===== config.mk =====
export PLATFORM = sky130hd
export DESIGN_NAME = pmi_match
export DESIGN_NICKNAME = d
export VERILOG_FILES = /design/src/core/pmi_pkg.sv /design/src/core/pmi_match.sv
export VERILOG_INCLUDE_DIRS = /design/src /design/src/core
export SDC_FILE = /design/constraint.sdc
export NUM_CORES = 1
export LEC_CHECK = 0
export ABC_AREA = 1
export BUFFER_PORTS_ARGS = -buffer_cell sky130_fd_sc_hd__buf_2
export CAP_MARGIN = 5
export CORE_UTILIZATION = 52
export CTS_CLUSTER_DIAMETER = 120
export DETAILED_ROUTE_END_ITERATION = 8
export GPL_TIMING_DRIVEN = 0
export PLACE_DENSITY = 0.83
export SETUP_SLACK_MARGIN = 0.1
export SLEW_MARGIN = 15
export SYNTH_ARGS = -nofsm -noshare
export SYNTH_HDL_FRONTEND = slang
export SYNTH_SLANG_ARGS = --single-unit

===== constraint.sdc =====
create_clock -name pclk -period 2.3 [get_ports pclk]
set_input_delay 0.23 -clock pclk [delete_from_list [all_inputs] [get_ports pclk]]
set_output_delay 0.23 -clock pclk [all_outputs]
set_load 0.005 [all_outputs]

===== src/core/pmi_params.svh =====
// Register offsets, field positions, reset values and timing counts.
`ifndef PMI_PARAMS_SVH
`define PMI_PARAMS_SVH

// Register byte offsets.
`define PMI_OFF_MASK     12'h000
`define PMI_OFF_PATTERN  12'h004
`define PMI_OFF_CONTROL  12'h008
`define PMI_OFF_IRQ_STAT 12'h00C
`define PMI_OFF_IRQ_MASK 12'h010
`define PMI_OFF_PORT     12'h014

// Control register fields.
`define PMI_CTL_FLAG     0
`define PMI_CTL_POLARITY 1
`define PMI_CTL_ENABLE   2

// Reset values.
`define PMI_RST_MASK     8'h00
`define PMI_RST_PATTERN  8'h00

// Match must persist more than this many core clocks.
`define PMI_HOLD_CLOCKS  6

`endif


===== src/core/pmi_pkg.sv =====
// Types shared by the pattern-match interrupt block.
`default_nettype none
package pmi_pkg;

   // Decoded control register fields.
   typedef struct packed {
      logic enable;
      logic polarity;
      logic flag;
   } pmi_ctl_s;

   // Qualifier state of the match condition.
   typedef enum logic [1:0] {
      PMI_IDLE,
      PMI_COUNT,
      PMI_HELD
   } pmi_state_e;

endpackage
`default_nettype wire


===== src/core/pmi_match.sv =====
// Port pattern-match interrupt unit with an APB register slave.
//
// Local design decisions: the placing of the registers and the APB slave port.
`timescale 1ns/10ps
`default_nettype none
`include "pmi_params.svh"

module pmi_match #(
   parameter int WIDTH = 8
) (
   // Clock and reset.
   input  wire logic             pclk,
   input  wire logic             presetn,
   // APB slave.
   input  wire logic             psel,
   input  wire logic             penable,
   input  wire logic             pwrite,
   input  wire logic [11:0]      paddr,
   input  wire logic [31:0]      pwdata,
   output logic      [31:0]      prdata,
   output logic                  pready,
   output logic                  pslverr,
   // Port pins and system.
   input  wire logic [WIDTH-1:0] port_in,
   output logic                  pattern_match_interrupt,
   output logic                  wake_request
);

   // ---------------------------------------------------------------
   // Registers and bus decode
   // ---------------------------------------------------------------
   logic [WIDTH-1:0]   pin_select_mask;
   logic [WIDTH-1:0]   match_pattern_value;
   pmi_pkg::pmi_ctl_s  match_control_reg;
   logic               irq_status;
   logic               irq_mask;
   logic [2:0]         hold_count;
   pmi_pkg::pmi_state_e state;
   logic               cond;
   logic               set_event;
   logic               acc;
   logic               wr;
   logic               mapped;
   logic [31:0]        next_rdata;

   assign acc = psel & penable & pready;
   assign wr  = acc & pwrite;

   // Address decode picks the read value and flags unmapped offsets.
   always_comb begin
      mapped     = 1'b1;
      next_rdata = 32'h0000_0000;
      unique case (paddr)
         `PMI_OFF_MASK: begin
            next_rdata[WIDTH-1:0] = pin_select_mask;
         end
         `PMI_OFF_PATTERN: begin
            next_rdata[WIDTH-1:0] = match_pattern_value;
         end
         `PMI_OFF_CONTROL: begin
            next_rdata[2:0] = match_control_reg;
         end
         `PMI_OFF_IRQ_STAT: begin
            next_rdata[0] = irq_status;
         end
         `PMI_OFF_IRQ_MASK: begin
            next_rdata[0] = irq_mask;
         end
         `PMI_OFF_PORT: begin
            next_rdata[WIDTH-1:0] = port_in;
         end
         default: begin
            mapped = 1'b0;
         end
      endcase
   end

   // Ready is given in the access phase's second clock cycle: one wait state.
   always_ff @(posedge pclk or negedge presetn) begin
      if (!presetn) begin
         pready  <= 1'b0;
         prdata  <= 32'h0000_0000;
         pslverr <= 1'b0;
      end else begin
         pready  <= psel & penable & ~pready;
         prdata  <= (psel & penable & ~pready & ~pwrite) ?
                    next_rdata : 32'h0000_0000;
         pslverr <= psel & penable & ~pready & ~mapped;
      end
   end

   // Mask and pattern registers, cleared to inactive on reset.
   always_ff @(posedge pclk or negedge presetn) begin
      if (!presetn) begin
         pin_select_mask     <= `PMI_RST_MASK;
         match_pattern_value <= `PMI_RST_PATTERN;
         irq_mask            <= 1'b0;
      end else if (wr) begin
         if (paddr == `PMI_OFF_MASK)
            pin_select_mask <= pwdata[WIDTH-1:0];
         if (paddr == `PMI_OFF_PATTERN)
            match_pattern_value <= pwdata[WIDTH-1:0];
         if (paddr == `PMI_OFF_IRQ_MASK)
            irq_mask <= pwdata[0];
      end
   end

   // ---------------------------------------------------------------
   // Match condition and persistence filter
   // ---------------------------------------------------------------

   // Masked compare; polarity picks equal or not-equal.
   always_comb begin
      logic eq;
      eq   = ((port_in ^ match_pattern_value) & pin_select_mask) == '0;
      cond = match_control_reg.enable &
             (match_control_reg.polarity ? ~eq : eq);
   end

   // Condition must stay true longer than the hold count to qualify.
   always_ff @(posedge pclk or negedge presetn) begin
      if (!presetn) begin
         state      <= pmi_pkg::PMI_IDLE;
         hold_count <= 3'h0;
      end else if (!cond) begin
         state      <= pmi_pkg::PMI_IDLE;
         hold_count <= 3'h0;
      end else begin
         unique case (state)
            pmi_pkg::PMI_IDLE: begin
               state      <= pmi_pkg::PMI_COUNT;
               hold_count <= 3'h1;
            end
            pmi_pkg::PMI_COUNT: begin
               if (hold_count == 3'(`PMI_HOLD_CLOCKS)) begin
                  state <= pmi_pkg::PMI_HELD;
               end else begin
                  hold_count <= hold_count + 3'h1;
               end
            end
            pmi_pkg::PMI_HELD: begin
               state <= pmi_pkg::PMI_HELD;
            end
         endcase
      end
   end

   // One-cycle event on entry to the held state.
   assign set_event = cond && state == pmi_pkg::PMI_COUNT &&
                      hold_count == 3'(`PMI_HOLD_CLOCKS);

   // ---------------------------------------------------------------
   // Control register and flags
   // ---------------------------------------------------------------

   // Control bits; hardware set of the flag wins over a software clear.
   always_ff @(posedge pclk or negedge presetn) begin
      if (!presetn) begin
         match_control_reg <= '0;
      end else begin
         if (wr && paddr == `PMI_OFF_CONTROL) begin
            match_control_reg.polarity <= pwdata[`PMI_CTL_POLARITY];
            match_control_reg.enable   <= pwdata[`PMI_CTL_ENABLE];
            if (!pwdata[`PMI_CTL_FLAG])
               match_control_reg.flag <= 1'b0;
         end
         if (set_event)
            match_control_reg.flag <= 1'b1;
      end
   end

   // Sticky status, cleared by writing one; set wins.
   always_ff @(posedge pclk or negedge presetn) begin
      if (!presetn) begin
         irq_status <= 1'b0;
      end else if (set_event) begin
         irq_status <= 1'b1;
      end else if (wr && paddr == `PMI_OFF_IRQ_STAT && pwdata[0]) begin
         irq_status <= 1'b0;
      end
   end

   // Interrupt and wake are registered levels from status and mask.
   always_ff @(posedge pclk or negedge presetn) begin
      if (!presetn) begin
         pattern_match_interrupt <= 1'b0;
         wake_request            <= 1'b0;
      end else begin
         pattern_match_interrupt <= irq_status & irq_mask;
         wake_request            <= irq_status & irq_mask;
      end
   end

   // ---------------------------------------------------------------
   // Assertions
   // ---------------------------------------------------------------
   property p_no_early_set;
      @(posedge pclk) disable iff (!presetn)
      $rose(match_control_reg.flag) |-> $past(cond, 1) && $past(cond, 7);
   endproperty
   a_no_early_set: assert property (p_no_early_set)
      else $error("Flag set before condition held long enough.");

   property p_held_sets;
      @(posedge pclk) disable iff (!presetn)
      cond [*8] |-> match_control_reg.flag || $past(wr);
   endproperty
   a_held_sets: assert property (p_held_sets)
      else $error("Flag not set after condition held.");

   property p_mask_blocks;
      @(posedge pclk) disable iff (!presetn)
      (pin_select_mask == '0 && match_control_reg.polarity) |-> !cond;
   endproperty
   a_mask_blocks: assert property (p_mask_blocks)
      else $error("Unselected pins produced a match.");

   property p_equal_compare;
      @(posedge pclk) disable iff (!presetn)
      (match_control_reg.enable && !match_control_reg.polarity &&
       port_in == match_pattern_value) |-> cond;
   endproperty
   a_equal_compare: assert property (p_equal_compare)
      else $error("Equal port value did not match.");

   property p_polarity;
      @(posedge pclk) disable iff (!presetn)
      (match_control_reg.enable && match_control_reg.polarity &&
       port_in == match_pattern_value) |-> !cond;
   endproperty
   a_polarity: assert property (p_polarity)
      else $error("Not-equal mode matched an equal value.");

   property p_irq_follows;
      @(posedge pclk) disable iff (!presetn)
      (irq_status && irq_mask) |=> pattern_match_interrupt;
   endproperty
   a_irq_follows: assert property (p_irq_follows)
      else $error("Interrupt not raised for enabled event.");

   property p_wake;
      @(posedge pclk) disable iff (!presetn)
      (irq_status && irq_mask) |=> wake_request;
   endproperty
   a_wake: assert property (p_wake)
      else $error("Wake request missing with interrupt.");

   property p_flag_sticky;
      @(posedge pclk) disable iff (!presetn)
      match_control_reg.flag && !$past(wr) |-> ##0 1'b1 ##1
      (match_control_reg.flag || $past(wr && paddr == `PMI_OFF_CONTROL));
   endproperty
   a_flag_sticky: assert property (p_flag_sticky)
      else $error("Flag cleared without a software write.");

   property p_irq_clear;
      @(posedge pclk) disable iff (!presetn)
      !(irq_status && irq_mask) |=> !pattern_match_interrupt;
   endproperty
   a_irq_clear: assert property (p_irq_clear)
      else $error("Interrupt stayed high without an enabled event.");

   property p_wake_clear;
      @(posedge pclk) disable iff (!presetn)
      !(irq_status && irq_mask) |=> !wake_request;
   endproperty
   a_wake_clear: assert property (p_wake_clear)
      else $error("Wake request stayed high without an enabled event.");

   property p_status_with_flag;
      @(posedge pclk) disable iff (!presetn)
      $rose(match_control_reg.flag) |-> irq_status;
   endproperty
   a_status_with_flag: assert property (p_status_with_flag)
      else $error("Flag set without an interrupt status.");

   property p_single_event;
      @(posedge pclk) disable iff (!presetn)
      set_event |=> !set_event;
   endproperty
   a_single_event: assert property (p_single_event)
      else $error("Match event lasted more than one cycle.");

   property p_disabled_no_set;
      @(posedge pclk) disable iff (!presetn)
      !match_control_reg.enable |=> !$rose(match_control_reg.flag);
   endproperty
   a_disabled_no_set: assert property (p_disabled_no_set)
      else $error("Flag set while the function was off.");

   property p_short_no_set;
      @(posedge pclk) disable iff (!presetn)
      !cond ##1 cond [*6] ##1 !cond |=> !$rose(match_control_reg.flag);
   endproperty
   a_short_no_set: assert property (p_short_no_set)
      else $error("Flag set by a condition held only six cycles.");

   property p_flag_clear_src;
      @(posedge pclk) disable iff (!presetn)
      $fell(match_control_reg.flag) |->
      $past(wr && paddr == `PMI_OFF_CONTROL && !pwdata[`PMI_CTL_FLAG]);
   endproperty
   a_flag_clear_src: assert property (p_flag_clear_src)
      else $error("Flag cleared without a zero written to it.");

   property p_status_clear_src;
      @(posedge pclk) disable iff (!presetn)
      $fell(irq_status) |->
      $past(wr && paddr == `PMI_OFF_IRQ_STAT && pwdata[0]);
   endproperty
   a_status_clear_src: assert property (p_status_clear_src)
      else $error("Status cleared without a one written to it.");

   property p_count_bound;
      @(posedge pclk) disable iff (!presetn)
      hold_count <= 3'(`PMI_HOLD_CLOCKS);
   endproperty
   a_count_bound: assert property (p_count_bound)
      else $error("Hold counter ran past its limit.");

   property p_unselected_ignored;
      @(posedge pclk) disable iff (!presetn)
      (match_control_reg.enable && match_control_reg.polarity &&
       (port_in | ~pin_select_mask) ==
       (match_pattern_value | ~pin_select_mask)) |-> !cond;
   endproperty
   a_unselected_ignored: assert property (p_unselected_ignored)
      else $error("A pin outside the mask produced a match.");

   c_match: cover property (@(posedge pclk) disable iff (!presetn)
      $rose(match_control_reg.flag));
   c_irq: cover property (@(posedge pclk) disable iff (!presetn)
      $rose(pattern_match_interrupt));
   c_short: cover property (@(posedge pclk) disable iff (!presetn)
      cond [*3] ##1 !cond);
   c_equal: cover property (@(posedge pclk) disable iff (!presetn)
      $rose(match_control_reg.flag) && !match_control_reg.polarity);

endmodule
`default_nettype wire


; After elaboration in Yosys (flattened, before gate mapping)
; Cells that the tools add are included.
[totals]
register_bits = 37
latchBits = 0
ramBits = 0
mem_bits_ro = 0
in_bits = 57
output_inout_bits = 36
word_cells = 73
memories = 0
[op_classes]
addsub = 1
multipliers = 0
div_mod_pow = 0
order_cmp = 0
eq_ne = 12
shift = 0
muxes = 17
n_bitwise = 14
reduce_logical = 16
[op_table]
columns = cell, n
row1 = "== test 12 x 4 -> 1 bit, second input constant", 2
row2 = "== test 12 x 5 -> 1 bit, second input constant", 2
row3 = case mux 5 bit (3 select lines), 1
row4 = "== test 12 x 3 -> 1 bit, second input constant", 1
row5 = logical NOT 12 bit, 1
row6 = AND reduction 2 bit, 5
row7 = AND 1 bit, 8
row8 = AND 8 bit, 1
row9 = logical NOT 8 bit, 1
row10 = two-way mux 8 bit, 1
row11 = case mux 2 bit (4 select lines), 1
row12 = XOR 8 bit, 1
row13 = two-way mux 1 bit, 7
row14 = two-way mux 3 bit, 2
row15 = "inequality test 3 bit, second input constant", 2
row16 = case mux 1 bit (6 select lines), 1
row17 = case mux 2 bit (3 select lines), 1
row18 = case mux 3 bit (2 select lines), 1
row19 = OR reduction 6 bit, 1
row20 = logical AND 1 bit, 5
row21 = two-way mux 2 bit, 2
row22 = inverter 1 bit, 4
row23 = nonzero test 2 bit, 2
row24 = "adder 3 x 1 -> 3 bit, second input constant", 1
row25 = other kinds (6), 6

; Logic depth before layout (Yosys ltp)
[logic_depth]
depth_word = 10
mapped_depth = 12
ltp_nobuf = 12

; Least setup slack after synthesis
; No wires, ideal clock.
[synth_timing]
path_kind = register to register
from = register match_pattern_value[6]
to = register state[1]
setup_ns = 0.117
arrival_ns = 1.215
required_time_ns = 2.183
path_slack_ns = 0.968
stages_incl_launch_ff = 11
synth_period_minus_slack_ns = 1.332
path_cell_list = dfrtp_1 > inv_1 > nand2_1 > nand3_1 > nand2_2 > nor2_4 > a21oi_2 > nor2_4 > nand3_2 > nand3_1 > nand2_1
[synth_via]
elab_chain_cells = 7
elab_cells_between_ends = 8
[synth_lines]
columns = item, line
row1 = start: declaration, pmi_match.sv:33  ; logic [WIDTH-1:0] match_pattern_value;
row2 = start signal: assignment, pmi_match.sv:96  ; match_pattern_value <= `PMI_RST_PATTERN;
row3 = start signal: assignment, pmi_match.sv:102  ; match_pattern_value <= pwdata[WIDTH-1:0];
row4 = XOR 8 bit *, pmi_match.sv:115  ; eq = ((port_in ^ match_pattern_value) & pin_select_mask) == '0;
row5 = AND 8 bit *, pmi_match.sv:115
row6 = logical NOT 8 bit *, pmi_match.sv:115
row7 = inverter 1 bit, pmi_match.sv:117  ; (match_control_reg.polarity ? ~eq : eq);
row8 = two-way mux 1 bit *, pmi_match.sv:117
row9 = AND 1 bit *, pmi_match.sv:116  ; cond = match_control_reg.enable &
row10 = inequality test 3 bit (no source line) / two-way mux 2 bit (equally long branches), -
row11 = end signal: assignment, pmi_match.sv:123  ; state <= pmi_pkg::PMI_IDLE;
row12 = end signal: assignment, pmi_match.sv:126  ; state <= pmi_pkg::PMI_IDLE;
row13 = end signal: assignment, pmi_match.sv:131  ; state <= pmi_pkg::PMI_COUNT;
row14 = end: declaration, pmi_match.sv:38  ; pmi_pkg::pmi_state_e state;
; Every way passes the cells marked *; elsewhere a longest branch is shown, timed or not.
; A chain may end at the register's enable or synchronous reset.

; Final worst setup path
[layout_timing]
from = register match_pattern_value[7]
to = register hold_count[0]
[layout_via]
elab_chain_cells = 8
elab_cells_between_ends = 10
[layout_lines]
columns = item, line
row1 = XOR 8 bit *, pmi_match.sv:115
row2 = AND 8 bit *, pmi_match.sv:115
row3 = logical NOT 8 bit *, pmi_match.sv:115
row4 = inverter 1 bit, pmi_match.sv:117
row5 = two-way mux 1 bit *, pmi_match.sv:117
row6 = AND 1 bit *, pmi_match.sv:116
row7 = inequality test 3 x 1 -> 1 bit (no source line) / inequality test 3 bit (equally long branches), -
row8 = AND reduction 2 bit (no source line), -
row9 = end signal: assignment, pmi_match.sv:138  ; hold_count <= hold_count + 3'h1;
row10 = end: declaration, pmi_match.sv:37  ; logic [2:0] hold_count;
; Marked as above.

==> flow_summary_export.csv <==
group,metric,value,unit
cts,path_clk_slew,0.08,ns
synthesis,ys_warn_count,0,
sta,finalSetupViolCount,0,
die,core-area,4140,um2
sta,rsz0062_at_grt,"false",
placement,placed_cells,407,
synthesis,ys_seq_area_share,39.9,%
pwr,p_per_area,439,nW/um2
die,rows,23,
finish,final_cells,415,
finish,areaGrowthSynthToFinish,19.6,%
sta,hold_violations,0,
die,io_pins,93,
synthesis,syn_inst,290,
cts,cts_buffer_depth,2,
finish,layout_commonest_cell,"nand2_1",
pwr,total_power,1.22,mW
cts,cts_made_buffers,5,
die,dieArea,4730,um2
finish,antenna_cells,0,
finish,layout_common_cells,"nand2_1 (76), buf_2 (44), inv_1 (38), dfrtp_1 (37), buf_4 (25)",
sta,tightest_slew,0.803,ns
critical_path,r2r_cells,11,
job,maxCapViolations,0,
global_route,grt_pass1_vias,1725,
die,die_y,68.8,um
sta,layout_setup_ws,0.787,ns
sta,clock.fmax,0.661,GHz
critical_path,worst_r2r_endpoint,"hold_count[0]",
synthesis,syn-cell-area,2320,um2
routing,drtIter0Drc,55,
critical_path,rrSetupSlack,0.79,ns
synthesis,synth_cell_types,33,
critical_path,start_kind,"register",
finish,final_nets,425,
placement,dpl.hpwl,3470,um
routing,firstDrtPassIters,4,
global_route,antenna_found_initial,0,
global_route,grt.overflow.total,0,
die,start_util,55.9,%
sta,hold_slack,0.0153,ns
critical_path,r2r_start,"match_pattern_value[7]",
critical_path,arrival,1.75,ns
critical_path,crit_type,"register to register",
finish,regArea,926,um2
pwr,leakage,1.62,nW
sta,maxSlewViolCount,0,
global_route,grt_start_max_net_pins,38,
synthesis,synthTopCellsByArea,"dfrtp_1 (40%), nand2_1 (12%), buf_4 (8.1%)",
cts,insertion_delay,0.30,ns
placement,place_ws,0.749,ns
cts,hold_buffers,0,
critical_path,end_kind,"register",
synthesis,synth_top_area_share,39.9,%
sta,min_period_over_period,65.8,%
sta,period_minus_slack,1.51,ns
finish,fillerInstances,382,
finish,top_regs,"match_pattern_value (8), pin_select_mask (8), prdata (8)",
critical_path,worstPathRequired,2.53,ns
sta,maxSlewHeadroom,46.5,%
placement,place_congestion,0.835,
routing,vias_per_cell,4.68,
cts,cts_root_buf,"clkbuf_8",
hold_path,hp-class,"input port to async pin",
critical_path,worst-path-max-fanout,5,
finish,multi_input_area,1080,um2
cts,post-cts-setup-buffer-count,0,
cts,cts.sinks,37,
die,die_w,68.8,um
synthesis,syn_area_per_cell,7.99,um2
sta,clock_skew,0.00927,ns
synthesis,synth_top_area_cell,"dfrtp_1",
cts,cts-htree-levels,2,
synthesis,synth-seq-cells,37,
run_status,status,"finished clean",
routing,vias,1942,
routing,wl_per_cell,10.8,um
sta,setup_tns,0,ns
routing,drc,0,
routing,ant_nets,0,
routing,wirelength,4490,um
cts,cts_tree,"built",
global_route,grt_pass1_wl,7260,um
global_route,grt_use_total,21.4,%
finish,drive_gt1_share,35.3,%
cts,cts_resized,0,
placement,port_buffers,44,
pwr,ir_drop,333,uV
==> how the worst max path moves through the flow <==
stage / from / end / slack, ns
detailed placement: paddr[5] / pin_select_mask[6] / 0.75
global route: match_pattern_value[7] / state[0] / 0.64
CTS: match_pattern_value[6] / hold_count[0] / 0.78
global placement: paddr[1] / match_pattern_value[3] / 0.79
finish: match_pattern_value[7] / hold_count[0] / 0.79
floorplan: match_pattern_value[6] / state[1] / 0.97
==> routing by layer <==
metal | track usage, % | part of all wire, % | vias to the layer above | wire length, um
li1 | - | - | 999 | -
met1 | 24.9 | 43 | 862 | 1910
met2 | 38.1 | 49 | 73 | 2220
met3 | 3.45 | 6.5 | 8 | 293
met4 | 9.95 | 1.6 | 0 | 71
met5 | 0 | 0 | - | 0
==> Yosys cell counts <==
master    instances
nor3_1            2
clkinv_2          1
nand3_1          13
nand2_1          76
xor2_1            1
dfrtp_1          37
nand2_2           7
nor2_4            3
o21ai_2          16
buf_4            25
inv_1            38
a21oi_2           1
conb_1            1
buf_6             2
nand4_1           3
o21ai_1           2
a22o_1            1
nand3_2           3
o21ai_0           9
nand3_4           2
a21oi_1           3
ha_1              4
o221ai_1          2
nand2_4           3
nor2_1           18
nor3_2            1
inv_2             8
and3_2            1
inv_6             1
nor2_2            2
nor4_1            1
o22ai_1           2
nor3_4            1
==> where the power goes <==
| group | switching [mW] | total, mW | leakage [nW] | internal [mW] |
|---|---|---|---|---|
| logic | 0.0623 | 0.116 | 1.06 | 0.0540 |
| clock network | 0.239 | 0.448 | 0.0439 | 0.209 |
| registers | 0.000953 | 0.653 | 0.515 | 0.652 |
==> through the flow <==
stage,area [um2],utilization [%]
after floorplan,2400,-
after global placement,2690,64.9
after detailed placement,2690,64.9
after CTS,2770,66.9
after global routing,2770,66.9
final,2770,66.9
==> logic make-up (layout without fill, tap and decap cells) <==
family / after synthesis / in the layout / synth area share, %
simple gates: 136 / 136 / 29.1
fa+ha+maj: 4 / 4 / 2.16
other cells: 1 / 24 / 0.162
buf+inv: 75 / 127 / 17.1
flops: 37 / 37 / 39.9
compound gates: 36 / 36 / 11.1
xor+xnor: 1 / 1 / 0.378
==> critical path: stages, from the launching register on <==
cell and delay [ns]:
dfrtp_1 0.40, inv_1 0.08, nand2_1 0.05, nand3_1 0.08, nand2_2 0.08, nor2_4 0.16, a21oi_2 0.09, nor2_4 0.19
nand3_4 0.12, nand2_2 0.10, nand2_1 0.05, nand2_1 0.06
==> area by class of cell <==
cell class	instances	share of cell area [%]
multi-input combinational	201	39.0
sequential	37	33.4
timing repair buffer	44	7.94
buffer	27	7.58
inverter	48	6.72
clock buffer	5	2.48
tap	50	2.26
clock inverter	3	0.631
Note: power is estimated with default switching activity, not from simulation.
